$ cat config.mk
export PLATFORM = sky130hd
export DESIGN_NAME = tor_reorder_end_flat
export DESIGN_NICKNAME = d
export VERILOG_FILES = /design/src/rtl/tor_pkg.sv /design/src/rtl/tor_if.sv /design/src/rtl/tor_sign_count.sv /design/src/rtl/tor_reorder_end.sv /design/src/flat_wrapper.sv
export SDC_FILE = /design/constraint.sdc
export NUM_CORES = 2
export LEC_CHECK = 0
export BUFFER_PORTS_ARGS = -buffer_cell sky130_fd_sc_hd__buf_2
export CORE_MARGIN = 2
export CORE_UTILIZATION = 40
export CTS_CLUSTER_SIZE = 12
export DETAILED_ROUTE_END_ITERATION = 10
export GPL_ROUTABILITY_DRIVEN = 0
export HOLD_SLACK_MARGIN = 0.05
export PLACE_DENSITY = 0.54
export SYNTH_ARGS = -nofsm -noshare
export SYNTH_HDL_FRONTEND = slang
export SYNTH_MEMORY_MAX_BITS = 65536
export SYNTH_SLANG_ARGS = --single-unit
$ cat constraint.sdc
create_clock -name clk -period 4.26 [get_ports clk]
set_input_delay 0.639 -clock clk [delete_from_list [all_inputs] [get_ports clk]]
set_output_delay 0.639 -clock clk [all_outputs]
set_load 0.01 [all_outputs]
$ cat src/rtl/tor_pkg.sv
// Shared constants, size list and types for the transform output reorder
package tor_pkg;

    // Sample and command widths
    localparam int IN_W      = 24;     // Full word growth sample width
    localparam int OUT_W     = 16;     // Width after rescaling
    localparam int SIZE_W    = 6;      // Size index field of the command
    localparam int CMD_W     = 7;      // Size index plus direction bit
    localparam int DIR_BIT   = 6;      // Position of the inverse flag
    localparam int POS_W     = 6;      // Natural order position tag
    localparam int CNT_W     = 7;      // Sample counter width
    localparam int LZ_W      = 5;      // Redundant sign bit count width
    localparam int SHIFT_W   = 6;      // Signed exponent width
    localparam int ADDR_W    = 7;      // Index into both buffer banks
    localparam int SIZE_NUM  = 4;      // Entries in the engine length list
    localparam int BUF_DEPTH = 48;     // Largest listed transform length
    localparam int BUF_WORDS = 96;     // Two banks of BUF_DEPTH

    // Reset and limit values
    localparam logic [LZ_W-1:0]    LZ_MAX     = 5'h17;
    localparam logic [SHIFT_W-1:0] DROP_BITS  = 6'h08;
    localparam logic [CNT_W-1:0]   CNT_ONE    = 7'h01;
    localparam logic [CMD_W-1:0]   CMD_RESET  = 7'h00;
    localparam logic [CNT_W-1:0]   SIZE_RESET = 7'h00;

    // Read side sequencer states
    typedef enum logic [0:0] {
        TOR_RD_IDLE = 1'b0,
        TOR_RD_RUN  = 1'b1
    } tor_rd_state_t;

    // Engine length list, addressed by zero-based size index
    function automatic logic [CNT_W-1:0] size_of(
        input logic [SIZE_W-1:0] idx
    );
        case (idx)
            6'h00:   return 7'h0C;
            6'h01:   return 7'h18;
            6'h02:   return 7'h24;
            6'h03:   return 7'h30;
            default: return 7'h30;
        endcase
    endfunction

endpackage

$ cat src/rtl/tor_if.sv
// Stream link between the transform engine end and the reorder end
`timescale 1ns/1ps
`default_nettype none

interface tor_if;
    import tor_pkg::*;

    // Engine to reorder: radix-reversed samples with position tags
    logic                      in_v;
    logic [CMD_W-1:0]          in_cmd;
    logic                      in_sop;
    logic [POS_W-1:0]          in_pos;
    logic [IN_W-1:0]           in_re;
    logic [IN_W-1:0]           in_im;

    // Reorder to consumer: natural order samples
    logic                      out_v;
    logic [CMD_W-1:0]          out_cmd;
    logic                      out_sop;
    logic [IN_W-1:0]           out_re;
    logic [IN_W-1:0]           out_im;
    logic signed [SHIFT_W-1:0] out_shift;

    modport engine_mp (
        output in_v, in_cmd, in_sop, in_pos, in_re, in_im,
        input  out_v, out_cmd, out_sop, out_re, out_im, out_shift
    );

    modport reorder_mp (
        input  in_v, in_cmd, in_sop, in_pos, in_re, in_im,
        output out_v, out_cmd, out_sop, out_re, out_im, out_shift
    );

endinterface

`default_nettype wire

$ cat src/rtl/tor_sign_count.sv
// Redundant sign bit count of one complex sample
`timescale 1ns/1ps
`default_nettype none

module tor_sign_count (
    input  wire logic [tor_pkg::IN_W-1:0] re,
    input  wire logic [tor_pkg::IN_W-1:0] im,
    output logic      [tor_pkg::LZ_W-1:0] lz
);
    import tor_pkg::*;

    // Count of top bits that merely repeat the sign
    function automatic logic [LZ_W-1:0] redundant_bits(
        input logic [IN_W-1:0] x
    );
        logic [LZ_W-1:0] n;
        logic            run;
        n   = '0;
        run = 1'b1;
        for (int i = IN_W - 2; i >= 0; i--) begin
            if (run && (x[i] == x[IN_W-1])) begin
                n = n + LZ_W'(1);
            end else begin
                run = 1'b0;
            end
        end
        return n;
    endfunction

    logic [LZ_W-1:0] lz_re;
    logic [LZ_W-1:0] lz_im;

    // Smaller of the two parts bounds the safe shift
    always_comb begin
        lz_re = redundant_bits(re);
        lz_im = redundant_bits(im);
        lz    = (lz_re < lz_im) ? lz_re : lz_im;
    end

endmodule

`default_nettype wire

$ cat src/rtl/tor_reorder_end.sv
// Reorder end: ping-pong buffer that emits each transform in natural order
// Functional notes
// - Source holds valid high only on samples
// - Forward only: 6-bit size index command
// - Dynamic mode: 7-bit, top bit means inverse
// - Size field indexes the length list
// - Start pulse only on first valid sample
// - One idle cycle after reset before start
// - Store each sample at its position tag
// - Physically reorder samples into natural order
// - Output valid only on real output samples
// - Output size command travels with data
// - Output start only on first emitted sample
// - Plain variant passes samples unchanged
// - Both ends share one length list
// - Inputs come straight from engine outputs
// - Rescale variant: one exponent per transform
// - Find least redundant sign bits per transform
// - Drop that many top bits from all
// - Then drop low bits to output width
// - Exponent constant within, free between transforms
// - Keep input fraction bits, output width total
`timescale 1ns/1ps
`default_nettype none

module tor_reorder_end #(
    parameter bit RESCALE_EN = 1'b0,   // Block floating point output
    parameter bit DYN_EN     = 1'b0    // Forward and inverse command
) (
    input  wire logic clk,
    input  wire logic sys_rst,
    tor_if.reorder_mp lnk
);
    import tor_pkg::*;

    // Address in one of the two banks
    function automatic logic [ADDR_W-1:0] buf_addr(
        input logic            bank,
        input logic [POS_W-1:0] p
    );
        return bank ? (ADDR_W'(p) + ADDR_W'(BUF_DEPTH)) : ADDR_W'(p);
    endfunction

    // Sample storage, real part above imaginary
    logic [2*IN_W-1:0] mem [0:BUF_WORDS-1];

    // Write side state
    logic                 wr_active_reg;
    logic                 wr_bank_reg;
    logic [CNT_W-1:0]     wr_cnt_reg;
    logic [CNT_W-1:0]     wr_size_reg;
    logic [CMD_W-1:0]     wr_cmd_reg;
    logic [LZ_W-1:0]      wr_lz_reg;

    // Per bank record of a completed transform
    logic [1:0]           full_reg;
    logic [CMD_W-1:0]     bcmd_reg  [0:1];
    logic [CNT_W-1:0]     bsize_reg [0:1];
    logic [LZ_W-1:0]      blz_reg   [0:1];

    // Read side state
    tor_rd_state_t        rd_state_reg;
    tor_rd_state_t        rd_state_next;
    logic                 rd_bank_reg;
    logic [CNT_W-1:0]     rd_idx_reg;

    // Combinational helpers
    logic                 wr_take;
    logic                 wr_last;
    logic [CMD_W-1:0]     cmd_in;
    logic [CMD_W-1:0]     cmd_now;
    logic [CNT_W-1:0]     size_now;
    logic [CNT_W-1:0]     cnt_now;
    logic [LZ_W-1:0]      samp_lz;
    logic [LZ_W-1:0]      lz_now;
    logic                 rd_go;
    logic                 rd_done;
    logic [2*IN_W-1:0]    rd_word;
    logic [IN_W-1:0]      rd_re;
    logic [IN_W-1:0]      rd_im;
    logic [IN_W-1:0]      sh_re;
    logic [IN_W-1:0]      sh_im;
    logic [LZ_W-1:0]      rd_lz;

    // Redundant sign bits of the incoming sample
    tor_sign_count tor_sign_count_inst (
        .re (lnk.in_re),
        .im (lnk.in_im),
        .lz (samp_lz)
    );

    // Command decode; inverse flag kept only in dynamic mode
    always_comb begin
        cmd_in = lnk.in_cmd;
        if (!DYN_EN) begin
            cmd_in[DIR_BIT] = 1'b0;
        end
        // Start sample takes command, everything else uses the held one
        cmd_now  = lnk.in_sop ? cmd_in : wr_cmd_reg;
        size_now = lnk.in_sop ? size_of(cmd_in[SIZE_W-1:0])
                              : wr_size_reg;
        cnt_now  = lnk.in_sop ? CNT_ONE : (wr_cnt_reg + CNT_ONE);
        if (lnk.in_sop || (samp_lz < wr_lz_reg)) begin
            lz_now = samp_lz;
        end else begin
            lz_now = wr_lz_reg;
        end
    end

    // A sample counts on valid once a transform has started
    assign wr_take = lnk.in_v && (lnk.in_sop || wr_active_reg);
    assign wr_last = wr_take && (cnt_now == size_now);

    // Write side progress through one transform
    always_ff @(posedge clk) begin
        if (sys_rst) begin
            wr_active_reg <= 1'b0;
            wr_bank_reg   <= 1'b0;
            wr_cnt_reg    <= '0;
            wr_size_reg   <= SIZE_RESET;
            wr_cmd_reg    <= CMD_RESET;
            wr_lz_reg     <= LZ_MAX;
        end else if (wr_take) begin
            wr_cnt_reg  <= cnt_now;
            wr_size_reg <= size_now;
            wr_cmd_reg  <= cmd_now;
            wr_lz_reg   <= lz_now;
            if (wr_last) begin
                wr_active_reg <= 1'b0;
                wr_bank_reg   <= ~wr_bank_reg;
            end else begin
                wr_active_reg <= 1'b1;
            end
        end
    end

    // Each sample lands at its natural order position
    always_ff @(posedge clk) begin
        if (wr_take) begin
            mem[buf_addr(wr_bank_reg, lnk.in_pos)] <=
                {lnk.in_re, lnk.in_im};
        end
    end

    // Bank record written when the last sample arrives
    always_ff @(posedge clk) begin
        if (sys_rst) begin
            for (int b = 0; b < 2; b++) begin
                bcmd_reg[b]  <= CMD_RESET;
                bsize_reg[b] <= SIZE_RESET;
                blz_reg[b]   <= LZ_MAX;
            end
        end else if (wr_last) begin
            bcmd_reg[wr_bank_reg]  <= cmd_now;
            bsize_reg[wr_bank_reg] <= size_now;
            blz_reg[wr_bank_reg]   <= lz_now;
        end
    end

    // Bank full flags; a fill wins over a same-cycle release
    always_ff @(posedge clk) begin
        if (sys_rst) begin
            full_reg <= 2'b00;
        end else begin
            for (int b = 0; b < 2; b++) begin
                if (wr_last && (wr_bank_reg == 1'(b))) begin
                    full_reg[b] <= 1'b1;
                end else if (rd_done && (rd_bank_reg == 1'(b))) begin
                    full_reg[b] <= 1'b0;
                end
            end
        end
    end

    // Reading starts only on a completely buffered bank
    assign rd_go   = full_reg[rd_bank_reg];
    assign rd_done = (rd_state_reg == TOR_RD_RUN) &&
                     (rd_idx_reg == (bsize_reg[rd_bank_reg] - CNT_ONE));

    // Read sequencer
    always_comb begin
        case (rd_state_reg)
            TOR_RD_IDLE: rd_state_next = rd_go ? TOR_RD_RUN : TOR_RD_IDLE;
            TOR_RD_RUN:  rd_state_next = rd_done ? TOR_RD_IDLE : TOR_RD_RUN;
            default:     rd_state_next = TOR_RD_IDLE;
        endcase
    end

    always_ff @(posedge clk) begin
        if (sys_rst) begin
            rd_state_reg <= TOR_RD_IDLE;
            rd_bank_reg  <= 1'b0;
            rd_idx_reg   <= '0;
        end else begin
            rd_state_reg <= rd_state_next;
            if (rd_done) begin
                rd_bank_reg <= ~rd_bank_reg;
                rd_idx_reg  <= '0;
            end else if (rd_state_reg == TOR_RD_RUN) begin
                rd_idx_reg <= rd_idx_reg + CNT_ONE;
            end
        end
    end

    // Natural order fetch and block floating point alignment
    always_comb begin
        rd_word = mem[buf_addr(rd_bank_reg, rd_idx_reg[POS_W-1:0])];
        rd_re   = rd_word[2*IN_W-1:IN_W];
        rd_im   = rd_word[IN_W-1:0];
        rd_lz   = blz_reg[rd_bank_reg];
        sh_re   = rd_re << rd_lz;
        sh_im   = rd_im << rd_lz;
    end

    // Output stream registers
    always_ff @(posedge clk) begin
        if (sys_rst) begin
            lnk.out_v   <= 1'b0;
            lnk.out_sop <= 1'b0;
        end else begin
            lnk.out_v   <= (rd_state_reg == TOR_RD_RUN);
            lnk.out_sop <= (rd_state_reg == TOR_RD_RUN) &&
                           (rd_idx_reg == '0);
        end
    end

    always_ff @(posedge clk) begin
        if (sys_rst) begin
            lnk.out_cmd   <= CMD_RESET;
            lnk.out_re    <= '0;
            lnk.out_im    <= '0;
            lnk.out_shift <= '0;
        end else if (rd_state_reg == TOR_RD_RUN) begin
            lnk.out_cmd <= bcmd_reg[rd_bank_reg];
            if (RESCALE_EN) begin
                // Top OUT_W bits after alignment, sign extended
                lnk.out_re <= IN_W'($signed(sh_re[IN_W-1 -: OUT_W]));
                lnk.out_im <= IN_W'($signed(sh_im[IN_W-1 -: OUT_W]));
                lnk.out_shift <= DROP_BITS - SHIFT_W'(rd_lz);
            end else begin
                lnk.out_re    <= rd_re;
                lnk.out_im    <= rd_im;
                lnk.out_shift <= '0;
            end
        end
    end

endmodule

`default_nettype wire

$ cat src/flat_wrapper.sv
// flat-port wrapper written by rule: the top's interface ports become plain ports
module tor_reorder_end_flat import tor_pkg::*;
#(
    parameter bit RESCALE_EN = 1'b0,                                 
    parameter bit DYN_EN     = 1'b0                                  
)
  (clk, sys_rst, lnk_in_v, lnk_in_cmd, lnk_in_sop, lnk_in_pos, lnk_in_re, lnk_in_im, lnk_out_v, lnk_out_cmd, lnk_out_sop, lnk_out_re, lnk_out_im, lnk_out_shift);
  tor_if lnk_i ();
  input  wire logic clk;
  input  wire logic sys_rst;
  input wire logic [$bits(lnk_i.in_v)-1:0] lnk_in_v;
  input wire logic [$bits(lnk_i.in_cmd)-1:0] lnk_in_cmd;
  input wire logic [$bits(lnk_i.in_sop)-1:0] lnk_in_sop;
  input wire logic [$bits(lnk_i.in_pos)-1:0] lnk_in_pos;
  input wire logic [$bits(lnk_i.in_re)-1:0] lnk_in_re;
  input wire logic [$bits(lnk_i.in_im)-1:0] lnk_in_im;
  output wire logic [$bits(lnk_i.out_v)-1:0] lnk_out_v;
  output wire logic [$bits(lnk_i.out_cmd)-1:0] lnk_out_cmd;
  output wire logic [$bits(lnk_i.out_sop)-1:0] lnk_out_sop;
  output wire logic [$bits(lnk_i.out_re)-1:0] lnk_out_re;
  output wire logic [$bits(lnk_i.out_im)-1:0] lnk_out_im;
  output wire logic [$bits(lnk_i.out_shift)-1:0] lnk_out_shift;
  assign lnk_i.in_v = lnk_in_v;
  assign lnk_i.in_cmd = lnk_in_cmd;
  assign lnk_i.in_sop = lnk_in_sop;
  assign lnk_i.in_pos = lnk_in_pos;
  assign lnk_i.in_re = lnk_in_re;
  assign lnk_i.in_im = lnk_in_im;
  assign lnk_out_v = lnk_i.out_v;
  assign lnk_out_cmd = lnk_i.out_cmd;
  assign lnk_out_sop = lnk_i.out_sop;
  assign lnk_out_re = lnk_i.out_re;
  assign lnk_out_im = lnk_i.out_im;
  assign lnk_out_shift = lnk_i.out_shift;
  tor_reorder_end #(.RESCALE_EN(RESCALE_EN), .DYN_EN(DYN_EN)) u_core (.clk(clk), .sys_rst(sys_rst), .lnk(lnk_i));
endmodule
==> impl_metrics.json <==
{
  "starting_density_of_the_core_pct": 40.09,
  "timing.critical_path.buf_inv": 2,
  "internal_portion_of_total_power_mw": 73.34,
  "max-clock-path-buffers": 4,
  "critical_path.startpoint_type": "flip-flop",
  "grt_remaining_overflow": 0,
  "antenna_violating_nets_post_route": 0,
  "floorplan.io_pins": 128,
  "final_core_utilization_pct": 46.19,
  "yosys_register_bits": 4728,
  "ys.flop_type": "sky130_fd_sc_hd__edfxtp_1",
  "grt_antenna_before_repair": 76,
  "clk_pin_slew_ns": 0.06,
  "sequentialPowerShare_pct": 55.7,
  "nFillCells": 37110,
  "vdd_ir_drop_max_v": 0.0004018,
  "yosysSeqAreaShare_pct": 77.93,
  "crit_path_cell_trace": "buf_12, buf_12, nand2_1, a32o_1, a211oi_1, o221ai_1, a311oi_1",
  "cap_violations": 0,
  "outcome": "completed",
  "die-area_mm2": 0.4579,
  "path_max_fanout": 27,
  "power.switching_mw": 18.53,
  "numCtsBuffers": 474,
  "die-width_um": 676.7,
  "drc": 0,
  "core_area_mm2": 0.4515,
  "clkPwrFrac_pct": 42.7,
  "floorplan.die.height_um": 676.7,
  "yosys_warnings": 0,
  "number_of_enable_flip_flop_cells_after_synthesis": 4636,
  "largest-register": "u_core.mem",
  "largest_registers": "u_core.mem x4608, u_core.lnk.out_im x24, u_core.lnk.out_re x24",
  "post-synth-top-area-fraction_pct": 76.91,
  "critPathCaptureType": "flip-flop",
  "ctsHtreeMaxLevel": 5,
  "worst_ep_arrival_time_ns": 4.79,
  "placed_wire_length_estimate_um": 341100,
  "num-nets-final": 8942,
  "power.combinational.fraction_pct": 1.5,
  "post_cts_buffers": 0,
  "syn-mean-instance-area_um2": 22.41,
  "max_freq_ghz": 0.2577,
  "post_synth_num_cell_types": 79,
  "drt_first_pass_iters": 6,
  "synthArstFlopShare_pct": 0,
  "totalWireLength_um": 568800,
  "most_repeated_cell_in_the_gate_level_netlist_after_synthesis": "sky130_fd_sc_hd__edfxtp_1",
  "min_path_type": "input pin to flip-flop",
  "dr_total_vias": 92020,
  "crit_required_ns": 5.17,
  "rsz0062_at_grt": "no",
  "syn_to_final_growth_pct": 15.23,
  "worstSetupPathType": "flip-flop to flip-flop",
  "leakage_nw": 63.49,
  "fin_crit_sh_pct": 91.07,
  "cp_top_family": "compound AO/OA/AOI/OAI gates",
  "number_of_endpoints_failing_setup_at_the_final_stage": 0,
  "finalClockSkew_ns": 0.05012,
  "tns_ns": 0,
  "drive_gt1_share_pct": 29.03,
  "drt_iter0_drc": 13340,
  "timing.final.max_slew_violations": 0,
  "min_period_ns": 3.880,
  "insertion_delay_of_the_later_clocked_pin_in_the_worst_skew_pair_ns": 1.01,
  "synthTopCellsByArea": "sky130_fd_sc_hd__edfxtp_1, sky130_fd_sc_hd__mux4_2, sky130_fd_sc_hd__mux2i_1",
  "place.port_buffers": 120,
  "cts_sinks": 4728,
  "largest_register_ff_count": 4608,
  "grt_max_degree": 97,
  "timing.critical_path.slowest_cell_delay_ns": 0.99,
  "synth.largest_area_cell": "sky130_fd_sc_hd__edfxtp_1",
  "tritoncts": "done",
  "grt_util_all_layers_pct": 24.36,
  "placement_rows": 247,
  "first_global_vias": 91070,
  "slew-limit-headroom_pct": 13.51,
  "cts-root-buf": "sky130_fd_sc_hd__clkbuf_16",
  "synthesis.instances": 8076,
  "crit_path_top_delay_cell": "sky130_fd_sc_hd__dfxtp_4",
  "routed_wire_length_per_instance_um": 37.33,
  "post_drt_via_cell_ratio": 6.039,
  "worstMarginPinSlew_ns": 1.297,
  "cp_common_cell": "sky130_fd_sc_hd__buf_12",
  "switching_share_pct": 20.17,
  "power_density_mw_per_mm2": 440.5,
  "final-hold-violation-count": 0,
  "post_synth_most_frequent_cells": "sky130_fd_sc_hd__edfxtp_1, sky130_fd_sc_hd__mux4_2, sky130_fd_sc_hd__nand2_1, sky130_fd_sc_hd__nor2_1, sky130_fd_sc_hd__mux2i_1",
  "grt_first_pass_wirelength_um": 769900,
  "mappedNetlistArea_mm2": 0.1810
}
layer usage:
layer | part of all wire (%) | vias to the layer above | routed length [um] | track usage [%]
met5 | 0.015 | - | 84 | 0
met4 | 3.2 | 12 | 18080 | 6.958
met3 | 9.3 | 808 | 53160 | 5.047
met2 | 48 | 4765 | 272700 | 39.39
met1 | 40 | 50470 | 224900 | 33.61
li1 | - | 35960 | - | -
power by group through the flow:
stage	clock, mW	sequential [mW]	combinational, mW
floorplan	0	52.2	0.348
global placement	0	52.2	1.31
detailed placement	0	52.2	1.39
CTS	39.9	51.2	1.40
global route	41.6	51.2	1.50
finish	39.3	51.2	1.42
worst paths after layout:
| path | from | end | slack, ns | cells after the start |
|---|---|---|---|---|
| worst min-delay path | lnk_in_re[9] | u_core.mem[42][33] | 0.17 | 1 |
| worst max register to register | u_core.rd_idx_reg[0] | u_core.lnk.out_im[20] | 0.38 | 7 |
| worst max-delay path | u_core.rd_idx_reg[0] | u_core.lnk.out_im[20] | 0.38 | 7 |
| worst min register to register | u_core.wr_cmd_reg[0] | u_core.wr_cmd_reg[0] | 0.45 | 2 |
cell usage in the layout, fill, tap and decap left out, drive strengths merged, types with 67 or more instances in the layout:
cell type	netlist	routed
edfxtp	4636	4636
clkinv	1	119
mux2i	198	198
a22oi	115	115
dfxtp	92	92
o21ai	67	67
nor2	245	245
nand3	74	74
buf	326	751
o22ai	68	68
mux4	1165	1165
nand2	289	289
clkbuf	127	702
a21oi	83	83
through the flow:
stage	worst slack [ns]	instance area, um2	total power [mW]	instances	hold slack, ns
floorplan	0.03289	181000	52.52	8081	0.4218
global placement	0.1943	194000	53.49	14360	0.4448
detailed placement	0.2173	194000	53.57	14360	0.4435
CTS	0.2027	208500	92.47	15210	0.08770
global route	0.2299	208500	94.33	15220	0.1243
finish	0.3802	208600	91.88	15240	0.1663
final cells by class:
class	instances	area, um2	area share (%)
clock buffer	702	13250	6.352
inverter	22	95.09	0.04559
tap	5976	7477	3.585
timing repair buffer	763	7455	3.574
antenna	27	67.56	0.03240
multi-input combinational	2878	38060	18.25
clock inverter	140	1087	0.5213
sequential	4728	141100	67.64
repair_timing:
item,CTS,global route
endpoints found under the setup margin,0,1
gates resized for setup,0,1
hold buffers,12,0
hold endpoints to repair,79,0
logic make-up after synthesis:
| kind of cell | Yosys count | share of synthesized area (%) |
|---|---|---|
| adders and majority gates | 10 | 0.06913 |
| muxes | 1396 | 15.80 |
| other | 1 | 0.002072 |
| AOI/OAI and AO/OA | 655 | 2.608 |
| and+or+nand+nor | 782 | 1.904 |
| buffers and inverters | 475 | 1.546 |
| DFF | 4728 | 77.93 |
| xor gates and xnor gates | 29 | 0.1445 |
Power figures use the tool's default switching activity.
